### config.mk
export PLATFORM = sky130hd
export DESIGN_NAME = pfc_host
export DESIGN_NICKNAME = d
export VERILOG_FILES = /design/src/pfc_pkg.sv /design/src/pfc_host.sv
export VERILOG_INCLUDE_DIRS = /design/src
export SDC_FILE = /design/constraint.sdc
export NUM_CORES = 1
export LEC_CHECK = 0
export BUFFER_PORTS_ARGS = -buffer_cell sky130_fd_sc_hd__buf_2
export CAP_MARGIN = 30
export CORE_MARGIN = 2
export CORE_UTILIZATION = 45
export DETAILED_ROUTE_END_ITERATION = 7
export PLACE_DENSITY_LB_ADDON = 0.25
export SLEW_MARGIN = 30
export SYNTH_ARGS = -nofsm -noshare
export SYNTH_HDL_FRONTEND = slang
export SYNTH_SLANG_ARGS = --single-unit
### constraint.sdc
create_clock -name mclk -period 5.7 [get_ports mclk]
set_input_delay 1.71 -clock mclk [delete_from_list [all_inputs] [get_ports mclk]]
set_output_delay 1.71 -clock mclk [all_outputs]
set_load 0.01 [all_outputs]
### src/pfc_params.svh
// Purpose: constants for the parallel flash host controller
// Assumes: 100 MHz mclk, 10 ns period
// Notes:   times are in ns, cycle counts derive from them
`ifndef PFC_PARAMS_SVH
`define PFC_PARAMS_SVH
`define PFC_CLK_NS        10
`define PFC_ACC_NS        90
`define PFC_CE_NS         90
`define PFC_PACC_NS       25
`define PFC_WP_NS         35
`define PFC_WPH_NS        20
`define PFC_RP_NS         500
`define PFC_CYC_UP(t)     (((t) + `PFC_CLK_NS - 1) / `PFC_CLK_NS)
`define PFC_ACC_CYC       `PFC_CYC_UP(`PFC_ACC_NS)
`define PFC_CE_CYC        `PFC_CYC_UP(`PFC_CE_NS)
`define PFC_PACC_CYC      `PFC_CYC_UP(`PFC_PACC_NS)
`define PFC_WP_CYC        `PFC_CYC_UP(`PFC_WP_NS)
`define PFC_WPH_CYC       `PFC_CYC_UP(`PFC_WPH_NS)
`define PFC_RP_CYC        `PFC_CYC_UP(`PFC_RP_NS)
`define PFC_PAGE_LSB      2
`define PFC_BUF_WORDS     16
`endif

### src/pfc_pkg.sv
// Purpose: types for the parallel flash host controller
// Assumes: included params header
// Notes:   none
package pfc_pkg;
  typedef enum logic [2:0]
  {
    PFC_IDLE  = 3'b000,
    PFC_READ  = 3'b001,
    PFC_WLOW  = 3'b010,
    PFC_WHIGH = 3'b011,
    PFC_RST   = 3'b100
  } pfc_state_t;
  typedef struct packed
  {
    logic        write;
    logic [22:0] addr;
    logic [15:0] data;
  } pfc_req_t;
  typedef struct packed
  {
    logic ce_n;
    logic oe_n;
    logic we_n;
    logic reset_n;
    logic word_sel;
  } pfc_ctl_t;
endpackage

### src/pfc_host.sv
// Purpose: host-side controller driving an asynchronous parallel NOR flash
// Assumes: pin inputs synchronous to mclk; device has no clock
// Notes:   one request at a time; commands are opaque address/data writes
`timescale 1ns/100ps
`include "pfc_params.svh"
module pfc_host
#(
  parameter int AW      = 23,
  parameter int RP_CYC  = `PFC_RP_CYC
)
(
  input  wire logic             mclk,      // 100 MHz clock
  input  wire logic             rst_n,     // synchronous reset, low
  input  wire logic             req_valid, // request strobe
  input  wire pfc_pkg::pfc_req_t req,      // request fields
  input  wire logic             word_mode, // 1 word, 0 byte
  input  wire logic             boost_req, // accelerated program window
  input  wire logic             pulse_rst, // request device reset pulse
  output logic                  req_ready, // ready for a request
  output logic                  rd_valid,  // read data pulse
  output logic [15:0]           rd_data,   // read data
  output pfc_pkg::pfc_ctl_t     ctl,       // device control pins
  output logic [AW-1:0]         addr,      // device address
  output logic [15:0]           dq_o,      // data out
  output logic                  dq_oe,     // data output enable
  output logic                  top_o,     // data_line_top out (byte lsb)
  output logic                  top_oe,    // data_line_top enable
  output logic                  guard_boost_pin, // high = boost request
  input  wire logic [15:0]      dq_i       // data in
);
  import pfc_pkg::*;

  // ************************************************************
  // sequencer
  // ************************************************************
  pfc_state_t    state;
  logic [15:0]   cnt;
  logic          page_ok;
  logic [AW-1:0] page_addr;

  // requests carry byte addresses; the device pins take word addresses
  wire [AW-1:0] req_word = AW'(req.addr[$bits(req.addr)-1:1]);
  wire same_page = page_ok &&
    (req_word[AW-1:`PFC_PAGE_LSB] == page_addr[AW-1:`PFC_PAGE_LSB]);

  always_ff @(posedge mclk)
  begin
    if (!rst_n)
    begin
      state     <= PFC_RST;
      cnt       <= 16'(RP_CYC);
      ctl       <= '{ce_n: 1'b1, oe_n: 1'b1, we_n: 1'b1, reset_n: 1'b0, word_sel: 1'b1};
      addr      <= '0;
      dq_o      <= '0;
      dq_oe     <= 1'b0;
      top_o     <= 1'b0;
      top_oe    <= 1'b0;
      req_ready <= 1'b0;
      rd_valid  <= 1'b0;
      rd_data   <= '0;
      page_ok   <= 1'b0;
      page_addr <= '0;
    end
    else
    begin
      rd_valid     <= 1'b0;
      ctl.word_sel <= word_mode;
      unique case (state)
        PFC_IDLE:
        begin
          if (pulse_rst)
          begin
            // abort: device floats and returns to read array
            ctl       <= '{ce_n: 1'b1, oe_n: 1'b1, we_n: 1'b1, reset_n: 1'b0,
                           word_sel: word_mode};
            dq_oe     <= 1'b0;
            top_oe    <= 1'b0;
            page_ok   <= 1'b0;
            req_ready <= 1'b0;
            cnt       <= 16'(RP_CYC);
            state     <= PFC_RST;
          end
          else if (req_valid && req_ready)
          begin
            req_ready <= 1'b0;
            addr      <= req_word;
            top_o     <= req.addr[0];
            top_oe    <= !word_mode;
            if (req.write)
            begin
              ctl.ce_n <= 1'b0;
              ctl.we_n <= 1'b0;
              ctl.oe_n <= 1'b1;
              dq_o     <= req.data;
              dq_oe    <= 1'b1;
              page_ok  <= 1'b0;
              cnt      <= 16'(`PFC_WP_CYC);
              state    <= PFC_WLOW;
            end
            else
            begin
              ctl.ce_n <= 1'b0;
              ctl.oe_n <= 1'b0;
              ctl.we_n <= 1'b1;
              dq_oe    <= 1'b0;
              // within an open page only the short time is needed
              cnt      <= same_page ? 16'(`PFC_PACC_CYC)
                                    : 16'(`PFC_CE_CYC);
              page_addr <= req_word;
              page_ok   <= 1'b1;
              state     <= PFC_READ;
            end
          end
          else if (!req_valid)
          begin
            // idle select dropped: next read pays full time again
            ctl.ce_n <= 1'b1;
            ctl.oe_n <= 1'b1;
            page_ok  <= 1'b0;
            req_ready <= 1'b1;
          end
          else
            req_ready <= 1'b1;
        end
        PFC_READ:
        begin
          if (cnt <= 16'd1)
          begin
            rd_data   <= word_mode ? dq_i : {8'h00, dq_i[7:0]};
            rd_valid  <= 1'b1;
            req_ready <= 1'b1;
            state     <= PFC_IDLE; // select held for page follow-on
          end
          else
            cnt <= cnt - 16'd1;
        end
        PFC_WLOW:
        begin
          if (cnt <= 16'd1)
          begin
            ctl.we_n <= 1'b1;
            cnt      <= 16'(`PFC_WPH_CYC);
            state    <= PFC_WHIGH;
          end
          else
            cnt <= cnt - 16'd1;
        end
        PFC_WHIGH:
        begin
          if (cnt <= 16'd1)
          begin
            ctl.ce_n  <= 1'b1;
            dq_oe     <= 1'b0;
            req_ready <= 1'b1;
            state     <= PFC_IDLE;
          end
          else
            cnt <= cnt - 16'd1;
        end
        PFC_RST:
        begin
          if (cnt <= 16'd1)
          begin
            ctl.reset_n <= 1'b1;
            // restarts are only taken once the device accepts commands again
            req_ready   <= 1'b1;
            state       <= PFC_IDLE;
          end
          else
            cnt <= cnt - 16'd1;
        end
        default:
          state <= PFC_IDLE;
      endcase
    end
  end

  // ************************************************************
  // boost pin: registered, so it drops only one cycle after a read or reset begins
  // ************************************************************
  always_ff @(posedge mclk)
  begin
    if (!rst_n)
      guard_boost_pin <= 1'b0;
    else
      guard_boost_pin <= boost_req && ctl.reset_n && state != PFC_READ;
  end

  // ************************************************************
  // checks
  // ************************************************************
  rd_gate_low_a: assert property (@(posedge mclk) disable iff (!rst_n)
    (state == PFC_READ) |-> (!ctl.ce_n && !ctl.oe_n && ctl.we_n))
    else $error("read without select and gate low");
  wr_gate_high_a: assert property (@(posedge mclk) disable iff (!rst_n)
    (!ctl.we_n) |-> (!ctl.ce_n && ctl.oe_n && dq_oe))
    else $error("write strobe with gate low");
  no_fight_a: assert property (@(posedge mclk) disable iff (!rst_n)
    (!ctl.oe_n) |-> !dq_oe)
    else $error("bus driven while gate low");
  rst_pulse_a: assert property (@(posedge mclk) disable iff (!rst_n)
    $fell(ctl.reset_n) |-> !ctl.reset_n [*8])
    else $error("reset pulse too short");
  boost_safe_a: assert property (@(posedge mclk) disable iff (!rst_n)
    (state == PFC_READ) |=> !guard_boost_pin)
    else $error("boost during read");
  byte_top_a: assert property (@(posedge mclk) disable iff (!rst_n)
    (state == PFC_READ && !ctl.word_sel) |-> top_oe)
    else $error("byte lsb not driven");
  rd_done_a: assert property (@(posedge mclk) disable iff (!rst_n)
    (state == PFC_IDLE && req_valid && req_ready && !req.write && !pulse_rst)
      |-> ##[1:20] rd_valid)
    else $error("read did not finish");
  ready_drop_a: assert property (@(posedge mclk) disable iff (!rst_n)
    rd_valid |-> req_ready)
    else $error("ready missing after read");

  // ************************************************************
  // reset pulse length watch
  // ************************************************************
  logic [15:0] rst_len;

  always_ff @(posedge mclk)
  begin
    if (!rst_n || ctl.reset_n)
      rst_len <= '0;
    else if (rst_len != 16'hFFFF)
      rst_len <= rst_len + 16'h1;
  end

  rst_len_a: assert property (@(posedge mclk) disable iff (!rst_n)
    $rose(ctl.reset_n) |-> (rst_len >= 16'(RP_CYC - 1)))
    else $error("reset pulse shorter than minimum");
endmodule

==> out/results.ini, run 1 <==
[run_status]
status = complete, no violations

[synth]
yosysUniqueCellTypes = 45
syn_area_um2 = 4400
yosysWarningCount = 0
synthTopCellsByArea = dfxtp_1 (48%), nand2_1 (10%), a21oi_1 (7.7%)
synth_top_area_share = 0.477
synth.avg_cell_area_um2 = 8.20
synth_flop_cell = dfxtp_1
async_flop_share = 0
ys_ff_latch = 105
synth_seq_area_share = 0.477
synth_nets = 601
syn_inst = 537
synth_edf_count = 0
yosysTopAreaCell = dfxtp_1

[clock_tree]
cts.sinks = 105
cts_setup_buffers = 0
cts_buffers = 9
cts_tree = done
cts_buffer_depth = 2
cts-htree-levels = 3
root_buffer = clkbuf_8
insertion_delay_ns = 0.36
cts.hold.buffers_added = 0
path_clk_slew_ns = 0.10
post_cts_resize_count = 0

[grt]
grt_max_degree = 55
grt_antenna_before_repair = 0
grt_pass1_vias = 3667
grtUsageTotal = 0.203
grt_pass1_wl_mm = 17.0
gr-total-overflow = 0

[timing]
setup_tns_ns = 0
drv_slew = 0
fin_skew_ns = 0.00767
finalCritPeriodShare = 0.566
setup_viol = 0
hold_viol_final = 0
fmax_mhz = 310
slew-limit-headroom = 0.539
worst_slew_pin_slew_ns = 0.689
fin_crit_ns = 3.23
rsz0062_at_grt = no

[layout]
num_antenna_cells = 0
num-fill-cells = 963
layout-drive-gt1-share = 0.239
post-route-util = 0.552
syn_to_final_growth_pct = 20.8
nets = 712

[min_path]
hp-class = flop to flop
hp-start = rd_data[10]

[placement]
place_congestion = 0.841
numPortBuffers = 126
hpwl_mm = 7.88

[routing]
viasPerCell = 5.23
drtAntennaViolNets = 0
drc = 0
wl_mm = 10.9
vias = 4109
dr.pass1.iters = 5
routedWlPerCell_um = 13.9
first_iter_violations = 210

[setup_path]
worstSetupPathType = primary input to flop
cp.arrival_ns = 3.52
critPathLaunch = pulse_rst
crit_path_end_kind = flop
worstPathRequired_ns = 5.99
cp-start-kind = primary input
cp_max_fo = 26
r2r-start = cnt[0]

[die]
core_um2 = 9640
pin_count = 128
num_rows = 36
die_h_um = 103
die-area_um2 = 10600
initial_utilization = 0.457
die_w_um = 103

[power_and_ir_drop]
p_per_area_nw_per_um2 = 245
finalPower_uw = 1310
p_leak_uw = 0.00218
max-vdd-ir-drop_mv = 0.140

[run]
maxCapViolCount = 0

[stage by stage]
step	area [um^2]	setup WS, ns	hold slack (ns)	instances
global placement	5090	1.83	0.434	769
detailed placement	5090	1.73	0.443	769
CTS	5300	2.13	0.458	785
floorplan	4400	2.66	0.457	537
finish	5320	2.47	0.455	786
global route	5320	2.23	0.467	786
[power breakdown]
group	internal, uW	leakage [uW]	switching [uW]
clock	219	0.000100	257
sequential	739	0.000847	6.43
combinational	36.2	0.00123	48.5
[kinds of logic (layout without fill, tap and decap cells)]
| kind of cell | count (synthesis) | after routing | share of synthesized area |
|---|---|---|---|
| multiplexers | 21 | 21 | 0.0480 |
| flip-flops | 105 | 105 | 0.477 |
| other | 1 | 1 | 0.000852 |
| AND/OR/NAND/NOR | 241 | 241 | 0.245 |
| adder cells (fa/ha/maj) | 2 | 2 | 0.00568 |
| AO/OA/AOI/OAI | 105 | 105 | 0.135 |
| XOR/XNOR | 27 | 27 | 0.0537 |
| buffers and inverters | 35 | 151 | 0.0344 |
[state kept, by name, summed over array words and instances (netlist names), 3 cells and up]
name and flops:
cnt 16, state 3, rd_data 16, page_addr 20, addr 22, dq_o 16, ctl 5
[Yosys cell counts (all sizes together) (3+ instances only)]
| cell type | count |
|---|---|
| nand4 | 4 |
| buf | 10 |
| nor4 | 10 |
| or4 | 3 |
| and2 | 5 |
| a31oi | 5 |
| nand3 | 13 |
| inv | 5 |
| or2 | 3 |
| clkbuf | 20 |
| nand2 | 121 |
| o21ai | 14 |
| and3 | 3 |
| nor2b | 6 |
| a21oi | 68 |
| nor3 | 9 |
| nor2 | 48 |
| xor2 | 21 |
| or3 | 5 |
| mux2i | 20 |
| o211a | 3 |
| nand2b | 7 |
| o31ai | 4 |
| dfxtp | 105 |
| xnor2 | 6 |
[metal layers]
layer	vias to the layer above	track usage	share of wire
met4	0	0.0769	0.026
met5	-	0	0
met1	1922	0.254	0.41
met3	24	0.0427	0.059
li1	2039	-	-
met2	124	0.346	0.50
[cell type report]
type | instances | area (um^2) | area share
tap | 133 | 166 | 0.0313
clock buffer | 11 | 141 | 0.0266
clock inverter | 5 | 63.8 | 0.0120
timing repair buffer | 130 | 673 | 0.127
multi-input combinational | 397 | 2150 | 0.405
inverter | 5 | 18.8 | 0.00353
sequential | 105 | 2100 | 0.395
[critical path, cell delays in order]
cell and delay [ns]:
buf_2 0.14, nor2b_1 0.20, and3_2 0.56, and2_1 0.58, o21ai_0 0.17, a31oi_1 0.16
[cells in the final DEF, fill, tap and decap left out, types with 4 or more instances in the layout]
| master | count |
|---|---|
| o31ai_1 | 4 |
| nand2b_1 | 7 |
| o21ai_0 | 13 |
| nor2b_1 | 6 |
| nor4_1 | 9 |
| xor2_1 | 21 |
| mux2i_1 | 20 |
| or3_1 | 5 |
| xnor2_1 | 6 |
| clkbuf_8 | 10 |
| buf_2 | 126 |
| a21oi_1 | 68 |
| nand2_1 | 121 |
| dfxtp_1 | 105 |
| inv_1 | 4 |
| nand4_1 | 4 |
| nand3_1 | 13 |
| a31oi_1 | 5 |
| nor2_1 | 46 |
| nor3_1 | 9 |
| and2_1 | 5 |
[worst paths after layout]
kind / cells past startpoint / endpoint / slack [ns]
worst min-delay path: 2 / rd_data[10] / 0.45
worst max register to register: 8 / cnt[4] / 2.98
worst max-delay path: 6 / dq_oe / 2.47
worst min register to register: 2 / rd_data[10] / 0.45
No activity file was read; power rests on OpenSTA's default activity.
==> run 2, diff against run 1 <==
--- a/config.mk
+++ b/config.mk
@@ -6,6 +6,7 @@
 export SDC_FILE = /design/constraint.sdc
 export NUM_CORES = 1
 export LEC_CHECK = 0
+export ABC_AREA = 1
 export BUFFER_PORTS_ARGS = -buffer_cell sky130_fd_sc_hd__buf_2
 export CAP_MARGIN = 30
 export CORE_MARGIN = 2
==> constraint.sdc (replaced) <==
create_clock -name mclk -period 3.1 [get_ports mclk]
set_input_delay 0.93 -clock mclk [delete_from_list [all_inputs] [get_ports mclk]]
set_output_delay 0.93 -clock mclk [all_outputs]
set_load 0.01 [all_outputs]
==> out/results.ini, run 2 <==
[run_status]
status = complete, no violations

[power_and_ir_drop]
seq_power_share = 0.465
swShare = 0.343
p_leak_uw = 0.00272
p_comb_frac = 0.269
clock_power_share = 0.265
max-vdd-ir-drop_mv = 0.239
switching_power_uw = 1110
intPower_uw = 2120
p_per_area_nw_per_um2 = 582

[layout]
layout-drive-gt1-share = 0.231
seqCellArea_um2 = 2100
regMostFlops = addr
largest_reg_flops = 22
largest_registers = addr: 22 flops, page_addr: 20 flops
num-fill-cells = 1017
layout_commonest_cell = buf_2
syn_to_final_growth_pct = 18.7
nets = 835
multi_input_area_um2 = 2140
final_cells = 912
mostFrequentLayoutCells = buf_2 (126), nand2_1 (119), nor2_1 (109), dfxtp_1 (105), o21ai_0 (79)
num_antenna_cells = 0

[setup_path]
worstPathRequired_ns = 3.36
crit_buf_inv = 3
cp_max_fo = 19
cpPeakStageDelay_ns = 0.32
crit_top_cell = nand2_1
worstPathCellList = buf_2 -> inv_1 -> nand2_1 -> nor2_1 -> nand2_1 -> buf_4 -> o21ai_0 -> a21oi_1
cp_top_family = buffers and inverters
cp-start-kind = primary input
worstSetupPathType = primary input to flop
crit_path_end_kind = flop
slowest_stage = buf_4
cp.arrival_ns = 2.29

[placement]
numPlacedInstances = 896
hpwl_mm = 8.60
numPortBuffers = 126
place_congestion = 0.851

[synth]
syn_area_um2 = 4680
synthTopCellsByArea = dfxtp_1 (45%), nand2_1 (9.5%), nor2_1 (8.7%)
synth_top_area_share = 0.449
synthMostInstantiatedCell = nand2_1
synth_edf_count = 0
synth_flop_cell = dfxtp_1
synth.avg_cell_area_um2 = 7.14
netlist_top_cells_count = nand2_1 (119), nor2_1 (109), dfxtp_1 (105), o21ai_0 (79), inv_1 (72)
synth_seq_area_share = 0.449
ys_ff_latch = 105
syn_inst = 656
async_flop_share = 0
synth_nets = 720
yosysWarningCount = 0
yosysUniqueCellTypes = 30
yosysTopAreaCell = dfxtp_1

[clock_tree]
cts.hold.buffers_added = 0
cts_tree = done
cts_buffer_depth = 2
path_clk_slew_ns = 0.09
cts-htree-levels = 3
cts_setup_buffers = 0
post_cts_resize_count = 0
insertion_delay_ns = 0.38
cts.sinks = 105
cts_buffers = 9
root_buffer = clkbuf_8

[grt]
grt_pass1_vias = 4284
gr-total-overflow = 0
grt_antenna_before_repair = 0
grt_pass1_wl_mm = 19.5
grtUsageTotal = 0.215
grt_max_degree = 54

[routing]
viasPerCell = 4.89
wl_mm = 11.5
drc = 0
drtAntennaViolNets = 0
first_iter_violations = 245
routedWlPerCell_um = 12.7
vias = 4456
dr.pass1.iters = 5

[timing]
drv_slew = 0
hold_viol_final = 0
rsz0062_at_grt = no
setup_tns_ns = 0
fin_skew_ns = 0.0127
fmax_mhz = 493
finalCritPeriodShare = 0.654
worst_slew_pin_slew_ns = 0.676
slew-limit-headroom = 0.549
fin_crit_ns = 2.03
setup_viol = 0

[die]
num_rows = 37
die_w_um = 106
die-area_um2 = 11200
core_um2 = 10200
pin_count = 128
die_h_um = 106
initial_utilization = 0.458

[run]
maxCapViolCount = 0

[min_path]
hp-class = flop to flop

==> run 2: cell families after synthesis <==
logic type	count (synthesis)	synth area share
AO/OA/AOI/OAI	149	0.173
XOR/XNOR	5	0.00936
adder cells (fa/ha/maj)	2	0.00535
buffers and inverters	104	0.0938
flip-flops	105	0.449
other	1	0.000801
AND/OR/NAND/NOR	290	0.269
==> run 2: cell type report <==
type,instances,area share
Multi-Input combinational cell,447,0.385
Inverter,78,0.0531
Clock buffer,13,0.0268
Timing Repair Buffer,130,0.119
Clock inverter,3,0.00721
Tap cell,136,0.0306
Sequential cell,105,0.378
==> run 2: worst paths after layout <==
path         startpoint             to  slack [ns]  cells after the start
max             req[39]  page_addr[16]        1.07                      8
min          rd_data[4]     rd_data[4]        0.47                      2
max reg2reg      cnt[0]        cnt[13]        1.35                     11
min reg2reg  rd_data[4]     rd_data[4]        0.47                      2
==> run 2: per-stage QoR <==
stage	hold slack [ns]	total power, uW	worst slack, ns	cell area [um^2]	utilization
2_1_floorplan	0.440	2200	1.21	4680	-
3_3_place_gp	0.450	2390	0.778	5370	0.525
3_5_place_dp	0.456	2400	0.703	5370	0.525
4_1_cts	0.471	3250	1.10	5560	0.543
5_1_grt	0.493	3430	0.959	5560	0.543
6_report	0.470	3230	1.07	5560	0.543
==> run 2: power by group through the flow <==
stage	registers, uW	clock network [uW]	logic [uW]
final	1500	858	870
after global routing	1510	930	990
after CTS	1500	875	870
after detailed placement	1530	0	866
after global placement	1530	0	857
after floorplan	1540	0	663
==> run 2: worst reg2reg max path: stages (launching register included) <==
cell     delay (ns)
dfxtp_1        0.36
inv_1          0.09
ha_1           0.24
o21ai_1        0.22
nor2_4         0.07
nand3_4        0.10
nand2_4        0.14
inv_4          0.20
nand2_1        0.10
nand2_1        0.07
nand2_1        0.05
nor2_1         0.08
==> run 2: metal layers <==
metal | vias up | wire length [um] | GRT usage
met5 | - | 0 | 0
li1 | 2317 | - | -
met1 | 2040 | 5100 | 0.261
met4 | 0 | 252 | 0.0949
met2 | 81 | 5790 | 0.374
met3 | 18 | 398 | 0.0337
